## config.mk

```make
export PLATFORM = sky130hd
export DESIGN_NAME = dctu_timer
export DESIGN_NICKNAME = d
export VERILOG_FILES = /design/src/verilog/dctu_pkg.sv /design/src/verilog/dctu_channel.sv /design/src/verilog/dctu_prescaler.sv /design/src/verilog/dctu_timer.sv
export SDC_FILE = /design/constraint.sdc
export NUM_CORES = 1
export LEC_CHECK = 0
export ABC_AREA = 1
export ABC_CLOCK_PERIOD_IN_PS = 7450
export BUFFER_PORTS_ARGS = -buffer_cell sky130_fd_sc_hd__buf_2
export CAP_MARGIN = 5
export CORE_MARGIN = 2
export CORE_UTILIZATION = 40
export CTS_CLUSTER_SIZE = 20
export DETAILED_ROUTE_END_ITERATION = 10
export GPL_ROUTABILITY_DRIVEN = 0
export PLACE_DENSITY = 0.67
export SLEW_MARGIN = 25
export SYNTH_ARGS = -nofsm -noshare
export SYNTH_HDL_FRONTEND = slang
export SYNTH_HIERARCHICAL = 1
export SYNTH_SLANG_ARGS = --single-unit
```

## constraint.sdc

```tcl
create_clock -name i_ref_clk -period 7.45 [get_ports i_ref_clk]
set_input_delay 0.3725 -clock i_ref_clk [delete_from_list [all_inputs] [get_ports i_ref_clk]]
set_output_delay 0.3725 -clock i_ref_clk [all_outputs]
set_load 0.01 [all_outputs]
```

## src/verilog/dctu_pkg.sv

```systemverilog
// Shared constants and carrier types for the dual channel 8-bit timer unit
package dctu_pkg;

  // ==========================================================================
  // Structure
  localparam int NUM_UNITS = 4;
  localparam int NUM_CH = 8;
  localparam int NUM_LINK_CH = 4;
  localparam int NUM_DIV = 7;
  localparam int PRE_W = 13;

  // ==========================================================================
  // Reset values and limits
  localparam logic [7:0] CNT_RST = 8'h00;
  localparam logic [7:0] CNT_MAX = 8'hff;
  localparam logic [PRE_W-1:0] PRE_RST = 13'h0000;
  localparam logic WAVE_RST = 1'b0;
  localparam logic BAUD_RST = 1'b0;

  // ==========================================================================
  // Prescaler masks: a tick fires when all masked bits are one
  // Ratios 1, 2, 8, 32, 64, 1024, 8192
  localparam logic [PRE_W-1:0] DIV_MASK [NUM_DIV] = '{
    13'h0000, 13'h0001, 13'h0007, 13'h001f, 13'h003f, 13'h03ff, 13'h1fff
  };

  // ==========================================================================
  // Count source select (0..6 pick a prescaler ratio)
  localparam logic [2:0] CLK_EXT = 3'h7;

  // Counter clear source
  localparam logic [1:0] CLR_NONE = 2'h0;
  localparam logic [1:0] CLR_A = 2'h1;
  localparam logic [1:0] CLR_B = 2'h2;
  localparam logic [1:0] CLR_EXT = 2'h3;

  // Output action on a compare match
  localparam logic [1:0] ACT_KEEP = 2'h0;
  localparam logic [1:0] ACT_LOW = 2'h1;
  localparam logic [1:0] ACT_HIGH = 2'h2;
  localparam logic [1:0] ACT_TOGGLE = 2'h3;

  // Action on a received link event
  localparam logic [1:0] LINK_NONE = 2'h0;
  localparam logic [1:0] LINK_START = 2'h1;
  localparam logic [1:0] LINK_COUNT = 2'h2;
  localparam logic [1:0] LINK_RESTART = 2'h3;

  // Pairing mode of a unit
  localparam logic [1:0] CAS_8BIT = 2'h0;
  localparam logic [1:0] CAS_16BIT = 2'h1;
  localparam logic [1:0] CAS_CMCOUNT = 2'h2;

  // ==========================================================================
  // Carriers
  typedef struct packed {
    logic [2:0] clk_sel;
    logic [1:0] clr_sel;
    logic [1:0] act_a;
    logic [1:0] act_b;
    logic [1:0] link_act;
    logic [7:0] cmp_a;
    logic [7:0] cmp_b;
  } dctu_ch_cfg_t;

  typedef struct packed {
    logic cmp_a;
    logic cmp_b;
    logic ovf;
  } dctu_evt_t;

endpackage

```

## src/verilog/dctu_channel.sv

```systemverilog
// One 8-bit count channel with clear and waveform output
module dctu_channel (
  // Clock and reset
  input wire logic i_ref_clk,
  input wire logic i_resetn,
  // Count control
  input wire logic i_tick,
  input wire logic i_clear,
  input wire logic i_match_a,
  input wire logic i_match_b,
  input wire logic [1:0] i_act_a,
  input wire logic [1:0] i_act_b,
  // State
  output logic [7:0] o_count,
  output logic o_wrap,
  output logic o_wave
);
  import dctu_pkg::*;

  logic [7:0] next_count;
  logic next_wave;

  // ==========================================================================
  // Clear wins over counting, so a match clear never also wraps
  always_comb begin
    next_count = o_count;
    if (i_clear) begin
      next_count = CNT_RST;
    end else if (i_tick) begin
      next_count = o_count + 8'h01;
    end
    o_wrap = i_tick && !i_clear && (o_count == CNT_MAX);
  end

  // Waveform: B applied after A, so a set or clear by B wins when both match
  always_comb begin
    next_wave = o_wave;
    if (i_match_a) begin
      case (i_act_a)
        ACT_LOW: next_wave = 1'b0;
        ACT_HIGH: next_wave = 1'b1;
        ACT_TOGGLE: next_wave = !o_wave;
        default: next_wave = o_wave;
      endcase
    end
    if (i_match_b) begin
      case (i_act_b)
        ACT_LOW: next_wave = 1'b0;
        ACT_HIGH: next_wave = 1'b1;
        ACT_TOGGLE: next_wave = !next_wave;
        default: next_wave = next_wave;
      endcase
    end
  end

  always_ff @(posedge i_ref_clk or negedge i_resetn) begin
    if (!i_resetn) begin
      o_count <= CNT_RST;
      o_wave <= WAVE_RST;
    end else begin
      o_count <= next_count;
      o_wave <= next_wave;
    end
  end

endmodule

```

## src/verilog/dctu_prescaler.sv

```systemverilog
// Free-running prescaler giving one-cycle count enables for each ratio
module dctu_prescaler (
  // Clock and reset
  input wire logic i_ref_clk,
  input wire logic i_resetn,
  // Enables, one per ratio
  output logic [dctu_pkg::NUM_DIV-1:0] o_tick
);
  import dctu_pkg::*;

  logic [PRE_W-1:0] pre;
  logic [PRE_W-1:0] next_pre;

  // ==========================================================================
  // Counter, shared by every channel so all ratios stay phase aligned
  always_comb begin
    next_pre = pre + 13'h0001;
  end

  always_ff @(posedge i_ref_clk or negedge i_resetn) begin
    if (!i_resetn) begin
      pre <= PRE_RST;
    end else begin
      pre <= next_pre;
    end
  end

  // Ratio enables
  always_comb begin
    for (int k = 0; k < NUM_DIV; k++) begin
      o_tick[k] = ((pre & DIV_MASK[k]) == DIV_MASK[k]);
    end
  end

endmodule

```

## src/verilog/dctu_timer.sv

```systemverilog
// Top of the four-unit, eight-channel 8-bit timer
module dctu_timer (
  // Clock and reset
  input wire logic i_ref_clk,
  input wire logic i_resetn,
  // Configuration
  input wire dctu_pkg::dctu_ch_cfg_t [dctu_pkg::NUM_CH-1:0] i_ch_cfg,
  input wire logic [dctu_pkg::NUM_UNITS-1:0][1:0] i_cas_mode,
  input wire logic [dctu_pkg::NUM_UNITS-1:0] i_module_stop,
  input wire logic [dctu_pkg::NUM_CH-1:0] i_counter_start_register,
  // Link event inputs, same clock domain
  input wire logic [dctu_pkg::NUM_LINK_CH-1:0] i_link_event,
  // Pins, asynchronous
  input wire logic [dctu_pkg::NUM_UNITS-1:0] i_count_pin,
  input wire logic [dctu_pkg::NUM_UNITS-1:0] i_reset_pin,
  // Channel state
  output logic [dctu_pkg::NUM_CH-1:0][7:0] o_count,
  output logic [dctu_pkg::NUM_CH-1:0] o_timer_out,
  // Requests and triggers
  output dctu_pkg::dctu_evt_t [dctu_pkg::NUM_CH-1:0] o_irq,
  output logic [dctu_pkg::NUM_CH-1:0] o_xfer_trig_a,
  output logic [dctu_pkg::NUM_CH-1:0] o_xfer_trig_b,
  output dctu_pkg::dctu_evt_t [dctu_pkg::NUM_LINK_CH-1:0] o_link,
  output logic [dctu_pkg::NUM_UNITS-1:0] o_adc_trig,
  output logic [dctu_pkg::NUM_UNITS-1:0] o_baud_clk
);
  import dctu_pkg::*;

  // ==========================================================================
  // Declarations
  logic [NUM_DIV-1:0] div_tick;
  logic [NUM_UNITS-1:0] cnt_s1, cnt_s2, cnt_s3;
  logic [NUM_UNITS-1:0] rst_s1, rst_s2, rst_s3;
  logic [NUM_UNITS-1:0] cnt_edge, rst_edge;
  logic [NUM_LINK_CH-1:0] link_run, next_link_run;
  logic [NUM_CH-1:0] run, base, tick, eq_a, eq_b, m_a, m_b, clr, wrap, ovf;
  dctu_evt_t [NUM_CH-1:0] next_irq;
  logic [NUM_CH-1:0] next_xfer_a, next_xfer_b;
  dctu_evt_t [NUM_LINK_CH-1:0] next_link;
  logic [NUM_UNITS-1:0] next_adc, next_baud;

  // ==========================================================================
  // Prescaler
  dctu_prescaler u_pre (
    .i_ref_clk(i_ref_clk),
    .i_resetn(i_resetn),
    .o_tick(div_tick)
  );

  // ==========================================================================
  // Pin synchronisers: stage one feeds only stage two
  always_ff @(posedge i_ref_clk or negedge i_resetn) begin
    if (!i_resetn) begin
      cnt_s1 <= '0;
      cnt_s2 <= '0;
      cnt_s3 <= '0;
      rst_s1 <= '0;
      rst_s2 <= '0;
      rst_s3 <= '0;
    end else begin
      cnt_s1 <= i_count_pin;
      cnt_s2 <= cnt_s1;
      cnt_s3 <= cnt_s2;
      rst_s1 <= i_reset_pin;
      rst_s2 <= rst_s1;
      rst_s3 <= rst_s2;
    end
  end

  // Rising edges only; a held pin counts or clears once
  assign cnt_edge = cnt_s2 & ~cnt_s3;
  assign rst_edge = rst_s2 & ~rst_s3;

  // ==========================================================================
  // Per-channel run gate and count source
  always_comb begin
    for (int ch = 0; ch < NUM_CH; ch++) begin
      run[ch] = i_counter_start_register[ch] && !i_module_stop[ch/2];
      if (ch < NUM_LINK_CH) begin
        run[ch] = (i_counter_start_register[ch] || link_run[ch])
          && !i_module_stop[ch/2];
      end
      if (i_ch_cfg[ch].clk_sel == CLK_EXT) begin
        base[ch] = run[ch] && cnt_edge[ch/2];
      end else begin
        base[ch] = run[ch] && div_tick[i_ch_cfg[ch].clk_sel];
      end
      if (ch < NUM_LINK_CH && i_ch_cfg[ch].link_act == LINK_COUNT) begin
        base[ch] = run[ch] && i_link_event[ch];
      end
      eq_a[ch] = (o_count[ch] == i_ch_cfg[ch].cmp_a);
      eq_b[ch] = (o_count[ch] == i_ch_cfg[ch].cmp_b);
    end
  end

  // ==========================================================================
  // Unit pairing: ticks, matches, clears, reported overflow
  // Matches fire on the tick that leaves the compare value, so a match
  // clear gives a period of compare value plus one
  always_comb begin
    tick = '0;
    m_a = '0;
    m_b = '0;
    clr = '0;
    ovf = '0;
    for (int u = 0; u < NUM_UNITS; u++) begin
      tick[2*u] = base[2*u];
      tick[2*u+1] = base[2*u+1];
      if (i_cas_mode[u] == CAS_16BIT) begin
        // Upper half steps on lower wrap, so one prescaler drives both
        tick[2*u] = wrap[2*u+1] && !i_module_stop[u];
        m_a[2*u] = tick[2*u+1] && eq_a[2*u] && eq_a[2*u+1];
        m_b[2*u] = tick[2*u+1] && eq_b[2*u] && eq_b[2*u+1];
        m_a[2*u+1] = m_a[2*u];
        m_b[2*u+1] = m_b[2*u];
      end else begin
        m_a[2*u] = tick[2*u] && eq_a[2*u];
        m_b[2*u] = tick[2*u] && eq_b[2*u];
        if (i_cas_mode[u] == CAS_CMCOUNT) begin
          tick[2*u+1] = run[2*u+1] && (m_a[2*u] || m_b[2*u]);
        end
        m_a[2*u+1] = tick[2*u+1] && eq_a[2*u+1];
        m_b[2*u+1] = tick[2*u+1] && eq_b[2*u+1];
      end
      for (int k = 0; k < 2; k++) begin
        logic [1:0] sel;
        sel = i_ch_cfg[2*u+k].clr_sel;
        if (i_cas_mode[u] == CAS_16BIT) begin
          sel = i_ch_cfg[2*u].clr_sel; // Pair clears as one counter
        end
        clr[2*u+k] = (sel == CLR_A && m_a[2*u+k])
          || (sel == CLR_B && m_b[2*u+k])
          || (sel == CLR_EXT && rst_edge[u] && !i_module_stop[u]);
      end
      ovf[2*u] = wrap[2*u];
      ovf[2*u+1] = wrap[2*u+1] && (i_cas_mode[u] != CAS_16BIT);
    end
    // Restart clears the counter as the run flag is raised
    for (int ch = 0; ch < NUM_LINK_CH; ch++) begin
      if (i_ch_cfg[ch].link_act == LINK_RESTART && i_link_event[ch]
          && !i_module_stop[ch/2]) begin
        clr[ch] = 1'b1;
      end
    end
  end

  // ==========================================================================
  // Channels
  for (genvar g = 0; g < NUM_CH; g++) begin : g_ch
    dctu_channel u_ch (
      .i_ref_clk(i_ref_clk),
      .i_resetn(i_resetn),
      .i_tick(tick[g]),
      .i_clear(clr[g]),
      .i_match_a(m_a[g]),
      .i_match_b(m_b[g]),
      .i_act_a(i_ch_cfg[g].act_a),
      .i_act_b(i_ch_cfg[g].act_b),
      .o_count(o_count[g]),
      .o_wrap(wrap[g]),
      .o_wave(o_timer_out[g])
    );
  end

  // ==========================================================================
  // Link run flags: set by start or restart, held until reset or link action none
  // Software stops a link-started channel by setting its link action to none
  always_comb begin
    next_link_run = link_run;
    for (int ch = 0; ch < NUM_LINK_CH; ch++) begin
      if (i_link_event[ch] && !i_module_stop[ch/2]
          && (i_ch_cfg[ch].link_act == LINK_START
          || i_ch_cfg[ch].link_act == LINK_RESTART)) begin
        next_link_run[ch] = 1'b1;
      end
      if (i_ch_cfg[ch].link_act == LINK_NONE) begin
        next_link_run[ch] = 1'b0;
      end
    end
  end

  always_ff @(posedge i_ref_clk or negedge i_resetn) begin
    if (!i_resetn) begin
      link_run <= '0;
    end else begin
      link_run <= next_link_run;
    end
  end

  // ==========================================================================
  // Event outputs, registered so every pulse is one clean cycle
  always_comb begin
    for (int ch = 0; ch < NUM_CH; ch++) begin
      next_irq[ch].cmp_a = m_a[ch];
      next_irq[ch].cmp_b = m_b[ch];
      next_irq[ch].ovf = ovf[ch];
      next_xfer_a[ch] = m_a[ch];
      next_xfer_b[ch] = m_b[ch];
    end
    for (int ch = 0; ch < NUM_LINK_CH; ch++) begin
      next_link[ch].cmp_a = m_a[ch];
      next_link[ch].cmp_b = m_b[ch];
      next_link[ch].ovf = ovf[ch];
    end
    for (int u = 0; u < NUM_UNITS; u++) begin
      next_adc[u] = m_a[2*u];
      // Baud clock halves the odd channel match A rate
      next_baud[u] = o_baud_clk[u] ^ m_a[2*u+1];
    end
  end

  always_ff @(posedge i_ref_clk or negedge i_resetn) begin
    if (!i_resetn) begin
      o_irq <= '0;
      o_xfer_trig_a <= '0;
      o_xfer_trig_b <= '0;
      o_link <= '0;
      o_adc_trig <= '0;
      o_baud_clk <= {NUM_UNITS{BAUD_RST}};
    end else begin
      o_irq <= next_irq;
      o_xfer_trig_a <= next_xfer_a;
      o_xfer_trig_b <= next_xfer_b;
      o_link <= next_link;
      o_adc_trig <= next_adc;
      o_baud_clk <= next_baud;
    end
  end

endmodule
```

# Word-level counts from Yosys, hierarchy flattened
# Cells that the tools add are included.
# classes
n_addsub,9
n_mux,116
reduce_logical,208
bitwise_logic,8
eq_ne,133
n_lt_le_gt_ge,8
# ops
cell,n
1-bit logical AND,136
8-bit == test,16
8-bit two-way mux,16
2-bit == test (second input constant),60
8-bit by 1-bit adder with 8-bit output (second input constant),8
2-bit by 1-bit == test with 1-bit output (second input constant),32
8-bit == test (second input constant),8
1-bit two-way mux,64
1-bit one-hot mux with 3 select lines,16
3-bit by 4-bit < comparator with 1-bit output (second input constant),8
1-bit zero test,28
1-bit logical OR,28
3-bit == test (second input constant),9
1-bit binary-select mux with 3-bit select,8
2-bit two-way mux,12
2-bit nonzero test,12
13-bit by 1-bit adder with 13-bit output (second input constant),1
13-bit == test (second input constant),1
10-bit == test (second input constant),1
4-bit AND,2
2-bit zero test,4
2-bit by 1-bit inequality test with 1-bit output (second input constant),4
4-bit NOT,2
6-bit == test (second input constant),1
2 further kinds,5
# word_totals
out_inout_bits,132
ff_bits,161
wordCells,537
inputBits,250

# Depth between registers and ports, before layout
# depth
word_depth,24
depth_mapped,27
ltp_nobuf,27

# Hierarchy
# The synthesis kept the hierarchy.
# by_module_without_submodules
module,seq_area_each_um2,cells_per_inst,n_inst,area_each_um2
dctu_timer,1401.3,806,1,5396.4
dctu_channel,225.2,65,8,484.2
dctu_prescaler,325.3,77,1,678.2

# Least setup slack after synthesis
# No wires, ideal clock.
# synth_timing
kind,register to register
start,register u_pre.pre[0]
end,register g_ch[4].u_ch.o_count[7]
path_buffers,0
slack_ps,4107
stages_incl_launch_ff,27
setup_time_ps,119
arrival_time_ps,3224
required_time_ps,7331
period_less_slack_ps,3343
path_cell_list,dfrtp_1 > ha_1 > nand2_1 > nor2_4 > ha_1 > nand2_1 > nand3_1 > o21ai_1 > nand2_1 > nand2_1 > nor2_4 > nand2_1 > nand2_2 > nand3_1 > nand2_1 > nand2_1 > nand3_2 > inv_1 > nand2_1 > nor2_1 > inv_1 > o31ai_1 > nand2_2 > nor2_4 > nand3_1 > nand2_1 > nor2_1
# synth_between
elab_cells_between_ends,43
cone_classes,eq/ne (5); mux (13); reduce/logical (25)
# synth_rtl
element,line_no,text
from (decl),dctu_prescaler.sv:11,logic [PRE_W-1:0] pre;
from (signal assigned),dctu_prescaler.sv:24,pre <= next_pre;
5-bit == test (*),dctu_prescaler.sv:31,o_tick[k] = ((pre & DIV_MASK[k]) == DIV_MASK[k]);
named net div_tick[3],dctu_timer.sv:31,logic [NUM_DIV-1:0] div_tick;
1-bit binary-select mux with 3-bit select,dctu_timer.sv:86,base[ch] = run[ch] && div_tick[i_ch_cfg[ch].clk_sel];
1-bit two-way mux (not written as such),dctu_timer.sv:86,
1-bit logical AND,dctu_timer.sv:86,
1-bit two-way mux,dctu_timer.sv:83,if (i_ch_cfg[ch].clk_sel == CLK_EXT) begin
"1-bit logical AND, on equally long branches","dctu_timer.sv:117, dctu_timer.sv:118",
1-bit logical OR,dctu_timer.sv:120,tick[2*u+1] = run[2*u+1] && (m_a[2*u] || m_b[2*u]);
[3 not listed],n/a,
1-bit two-way mux (*),dctu_timer.sv:109,if (i_cas_mode[u] == CAS_16BIT) begin
named net tick[5],dctu_timer.sv:36,"logic [NUM_CH-1:0] run, base, tick, eq_a, eq_b, m_a, m_b, clr, wrap, ovf;"
1-bit logical AND (*) (2 in series),dctu_channel.sv:32,o_wrap = i_tick && !i_clear && (o_count == CNT_MAX);
named net wrap[5],dctu_timer.sv:36,
1-bit logical AND (*),dctu_timer.sv:111,tick[2*u] = wrap[2*u+1] && !i_module_stop[u];
1-bit two-way mux (*),dctu_timer.sv:109,
named net tick[4],dctu_timer.sv:36,
2-bit nonzero test (no source line) (*),n/a,
to (signal assigned),dctu_channel.sv:61,o_count <= next_count;
to (decl),dctu_channel.sv:14,"output logic [7:0] o_count,"
# Mark *: on every way through the listed nets, which the timed path passes. The rest lies on a longest branch. The select of a mux whose other input is x is not followed.
# A chain may end at the register's enable or synchronous reset.

# Worst setup path after layout
# layout_timing
start,register u_pre.pre[0]
end,register g_ch[0].u_ch.o_count[5]
# layout_between
elab_cells_between_ends,47
cone_classes,eq/ne (5); mux (17); reduce/logical (25)
# layout_rtl
element,line_no,text
10-bit == test (*),dctu_prescaler.sv:31,
named net div_tick[5],dctu_timer.sv:31,
1-bit binary-select mux with 3-bit select,dctu_timer.sv:86,
1-bit two-way mux (not written as such),dctu_timer.sv:86,
1-bit logical AND,dctu_timer.sv:86,
1-bit two-way mux,dctu_timer.sv:83,
1-bit two-way mux,dctu_timer.sv:88,if (ch < NUM_LINK_CH && i_ch_cfg[ch].link_act == LINK_COUNT) begin
"1-bit logical AND, on equally long branches","dctu_timer.sv:117, dctu_timer.sv:118",
[4 not listed],n/a,
1-bit two-way mux (*),dctu_timer.sv:109,
named net tick[1],dctu_timer.sv:36,
1-bit logical AND (*) (2 in series),dctu_channel.sv:32,
named net wrap[1],dctu_timer.sv:36,
1-bit logical AND (*),dctu_timer.sv:111,
1-bit two-way mux (*),dctu_timer.sv:109,
named net tick[0],dctu_timer.sv:36,
2-bit nonzero test (no source line) (*),n/a,
to (signal assigned),dctu_channel.sv:61,
to (decl),dctu_channel.sv:14,
# Marked as above.

==> metrics.txt <==
# TYPE chip_impl_metric gauge
chip_impl_metric{name="clock_sinks",unit=""} 141
chip_impl_metric{name="antenna_found_initial",unit=""} 11
chip_impl_metric{name="yosysWarningCount",unit=""} 6
chip_impl_metric{name="worstPathRequired",unit="ns"} 7.75
chip_impl_metric{name="post-route-cell-area",unit="µm²"} 12580
chip_impl_metric{name="syn-num-nets",unit=""} 1664
chip_impl_metric{name="placed_cells_incl_taps",unit=""} 2063
chip_impl_metric{name="totalWireLength",unit="mm"} 28.48
chip_impl_metric{name="grtUsageTotal",unit="%"} 21.51
chip_impl_metric{name="final_period_minus_worst_setup_slack",unit="ns"} 4.502
chip_impl_metric{name="area_enclosed_by_the_die_boundary",unit="µm²"} 26150
chip_impl_metric{name="io_buffers",unit=""} 373
chip_impl_metric{name="route.detailed.wl_per_inst",unit="µm"} 13.54
chip_impl_metric{name="critical_path.max_fanout",unit=""} 10
chip_impl_metric{name="postSynthRegisterBits",unit=""} 141
chip_impl_info{name="cp_max_stage_cell",value="sky130_fd_sc_hd__o31ai_1"} 1
chip_impl_metric{name="placed_area",unit="µm²"} 11960
chip_impl_metric{name="post-cts-setup-buffers",unit=""} 0
chip_impl_info{name="rsz0062_at_grt",value="false"} 1
chip_impl_metric{name="totalPowerFinal",unit="mW"} 2.403
chip_impl_metric{name="clk_pin_slew_worst_paths",unit="ns"} 0.06
chip_impl_metric{name="globalRoute.totalOverflow",unit=""} 0
chip_impl_metric{name="die_height",unit="µm"} 161.7
chip_impl_metric{name="yosys.cell_types.count",unit=""} 42
chip_impl_metric{name="timing.max_cap.violations",unit=""} 0
chip_impl_metric{name="placementRows",unit=""} 57
chip_impl_metric{name="max_clock_freq",unit="GHz"} 0.2221
chip_impl_metric{name="pwr_density",unit="nW/µm²"} 191.1
chip_impl_metric{name="post_synth_instance_area",unit="µm²"} 9948
chip_impl_metric{name="grt_pass1_vias",unit=""} 9746
chip_impl_info{name="startpoint_type_of_the_worst_setup_path",value="register"} 1
chip_impl_metric{name="drive_above_1_share",unit="%"} 27.05
chip_impl_metric{name="timing.reg2reg.worst_path_depth",unit=""} 22
chip_impl_info{name="setup.worst_path.start",value="u_pre/pre[0]"} 1
chip_impl_metric{name="min_period_over_period",unit="%"} 60.43
chip_impl_info{name="criticalPathCategory",value="reg2reg"} 1
chip_impl_metric{name="synth.yosys.seq_area_share",unit="%"} 35.47
chip_impl_metric{name="drt_pre_antenna_iters",unit=""} 5
chip_impl_info{name="tritoncts",value="yes"} 1
chip_impl_info{name="timing.hold.worst.class",value="in2reg"} 1
chip_impl_metric{name="numCtsBuffers",unit=""} 17
chip_impl_metric{name="core_area",unit="µm²"} 24390
chip_impl_metric{name="syn_area_per_cell",unit="µm²"} 7.091
chip_impl_metric{name="clock_tree.buffer_depth",unit=""} 2
chip_impl_metric{name="worst_ep_arrival_time",unit="ns"} 4.80
chip_impl_info{name="worstSetupEndpoint",value="g_ch[0].u_ch/o_count[5]"} 1
chip_impl_info{name="cpMostUsedCell",value="sky130_fd_sc_hd__nand2_1"} 1
chip_impl_metric{name="cellLeakagePower",unit="nW"} 6.896
chip_impl_metric{name="worst_slew_pin_slew",unit="ns"} 0.9599
chip_impl_metric{name="hold_viol_final",unit=""} 0
chip_impl_info{name="critical_path.reg2reg.endpoint",value="g_ch[0].u_ch/o_count[5]"} 1
chip_impl_metric{name="finalClockSkew",unit="ns"} 0.01121
chip_impl_metric{name="worstPathBufferInverterCount",unit=""} 2
chip_impl_metric{name="dr_total_vias",unit=""} 10220
chip_impl_metric{name="layout_setup_ws",unit="ns"} 2.948
chip_impl_metric{name="ctsHtreeMaxLevel",unit=""} 4
chip_impl_metric{name="reg2reg_setup_slack",unit="ns"} 2.95
chip_impl_metric{name="grt_pass1_wl",unit="mm"} 45.61
chip_impl_metric{name="detailed_place_hpwl",unit="mm"} 22.47
chip_impl_metric{name="setup_viol",unit=""} 0
chip_impl_info{name="run_status",value="finished clean"} 1
chip_impl_metric{name="cts-hold-fix-buffers",unit=""} 1
chip_impl_metric{name="critical_path_stages",unit=""} 22
chip_impl_metric{name="routed_via_density",unit=""} 4.858
chip_impl_metric{name="grt_start_max_net_pins",unit=""} 72
chip_impl_metric{name="route.antenna.remaining_nets",unit=""} 0
chip_impl_metric{name="drc_violations_left",unit=""} 0
chip_impl_info{name="timing.critical_path.to_type",value="register"} 1
chip_impl_metric{name="setup_tns",unit="ns"} 0
chip_impl_metric{name="final_net_count",unit=""} 2020
chip_impl_metric{name="place_ws",unit="ns"} 3.005
chip_impl_metric{name="die_w",unit="µm"} 161.7
chip_impl_info{name="clockRootBuffer",value="sky130_fd_sc_hd__clkbuf_16"} 1
chip_impl_metric{name="vdd_ir_drop_max",unit="V"} 0.0001221
chip_impl_metric{name="syn_to_final_growth",unit="%"} 26.42
chip_impl_metric{name="fillCellCount",unit=""} 2417
chip_impl_metric{name="initial_utilization",unit="%"} 40.79
chip_impl_metric{name="max_stage_delay",unit="ns"} 0.81
chip_impl_info{name="r2r-start",value="u_pre/pre[0]"} 1
chip_impl_info{name="path_cells",value="ha_1 > nand2_1 > nor2_4 > nand2_2 > nor2_1 > inv_1 > nand2_1 > o211ai_1 > nand2_1 > nand2_1 > nand3_2 > nand4_1 > nand3_1 > nand2_1 > nor2_1 > inv_1 > o31ai_1 > nand2_2 > nor2_4 > nand3_1 > nand2_1 > nor2_1"} 1
chip_impl_metric{name="tightest_slew_margin_relative_to_the_limit",unit="%"} 35.46
chip_impl_metric{name="final_non_filler_cell_total",unit=""} 2103
chip_impl_metric{name="io-pin-count",unit=""} 382
chip_impl_metric{name="syn-instance-count",unit=""} 1403
chip_impl_metric{name="utilization",unit="%"} 51.56
chip_impl_metric{name="number_of_cells_upsized_or_downsized_after_cts",unit=""} 0
chip_impl_metric{name="slew_viol_final",unit=""} 0
chip_impl_info{name="family_of_cells_with_the_greatest_summed_delay_on_the_critical_path",value="simple AND/OR/NAND/NOR gates"} 1
chip_impl_metric{name="clock_insertion_delay_worst_skew",unit="ns"} 0.42
chip_impl_metric{name="initial_drt_markers",unit=""} 493
chip_impl_metric{name="timing.hold.ws",unit="ns"} 0.06239
## worst reg2reg max path: cells and delay by family (launching register included)
family,cells,cell delay [ns]
simple gates,17,2.43
compound gates,2,0.89
fa+ha+maj,1,0.32
buf+inv,2,0.21
flops,1,0.58
## power by group
group	total, mW	switching, mW	internal [mW]
Sequential	0.987	0.151	0.835
Clock	0.850	0.334	0.516
Combinational	0.566	0.305	0.261
## cells by family (layout without fill, tap and decap cells)
family                   after synthesis  count (layout)  synth area share [%]
AND/OR/NAND/NOR                      773             773                 35.12
flip-flops                           141             141                 35.47
other                                  1               9               0.03769
XOR/XNOR                             112             112                 9.936
AO/OA/AOI/OAI                        146             146                 8.402
adder cells (fa/ha/maj)               11              11                 1.383
buffers and inverters                218             586                 9.558
multiplexers                           1               1                0.1006
## cells in the mapped netlist, drive strengths merged
library cell  count  area [µm²]
a21o              8       60.06
a21oi            56       280.3
a31oi             4       25.02
a32o              1       10.01
a32oi             1       8.760
and2              2       12.52
buf              38       275.3
conb              1       3.750
dfrtp           141        3528
ha               11       137.6
inv             180       675.6
mux2i             1       10.01
nand2           391        1513
nand3           152       810.8
nand3b            3       22.52
nand4            33       206.5
nor2            159       724.4
nor3             17       101.4
nor4              1       6.260
o211ai           12       90.09
o21a              2       15.01
o21ai            48       240.2
o21bai            8       60.06
o22a              1       8.760
o31ai             5       37.54
or2              13       81.33
or4               2       15.01
xnor2            69       611.8
xor2             43       376.6
## flip-flops by register name (all words and copies together), names as in the netlist, 5 cells and up
signal,count
o_xfer_trig_b,6
u_pre/pre,13
o_link,5
o_irq,6
g_ch.u_ch/o_wave,8
g_ch.u_ch/o_count,64
o_xfer_trig_a,7
## cells in the final DEF (no fill, tap or decap), drive strengths merged, types with 12 or more instances in the layout
master	Yosys	layout
a21oi	56	56
buf	38	374
clkbuf	0	20
dfrtp	141	141
inv	180	180
nand2	391	391
nand3	152	152
nand4	33	33
nor2	159	159
nor3	17	17
o211ai	12	12
o21ai	48	48
or2	13	13
xnor2	69	69
xor2	43	43
## how the worst min path moves through the flow
stage,depth (start not counted),slack [ns],to,startpoint
2_1_floorplan,0,0.08,cnt_s1[0],i_resetn
3_3_place_gp,0,0.33,rst_s2[2],rst_s1[2]
3_5_place_dp,0,0.33,cnt_s2[2],cnt_s1[2]
4_1_cts,1,0.04,cnt_s1[3],i_count_pin[3]
5_1_grt,1,0.04,rst_s1[3],i_reset_pin[3]
6_report,1,0.06,cnt_s1[3],i_count_pin[3]
## layout make-up
type	instances	area [µm²]	share of cell area (%)
inverters	180	675.6	5.372
repair buffers	375	1894	15.06
well taps	324	405.4	3.223
flip-flops and latches	141	3528	28.05
diodes	8	20.02	0.1592
clock buffers	20	466.7	3.711
multi-input cells	1044	5469	43.48
clock inverters	11	117.6	0.9351
## per-layer routing
metal / part of all wire [%] / global-route usage [%] / up-vias
met5: 0.20 / 0 / -
met4: 2.1 / 7.844 / 8
met3: 6.6 / 4.826 / 45
met2: 49 / 38.29 / 339
met1: 42 / 25.46 / 4635
li1: - / - / 5189
(Power assumes the default switching activity.)
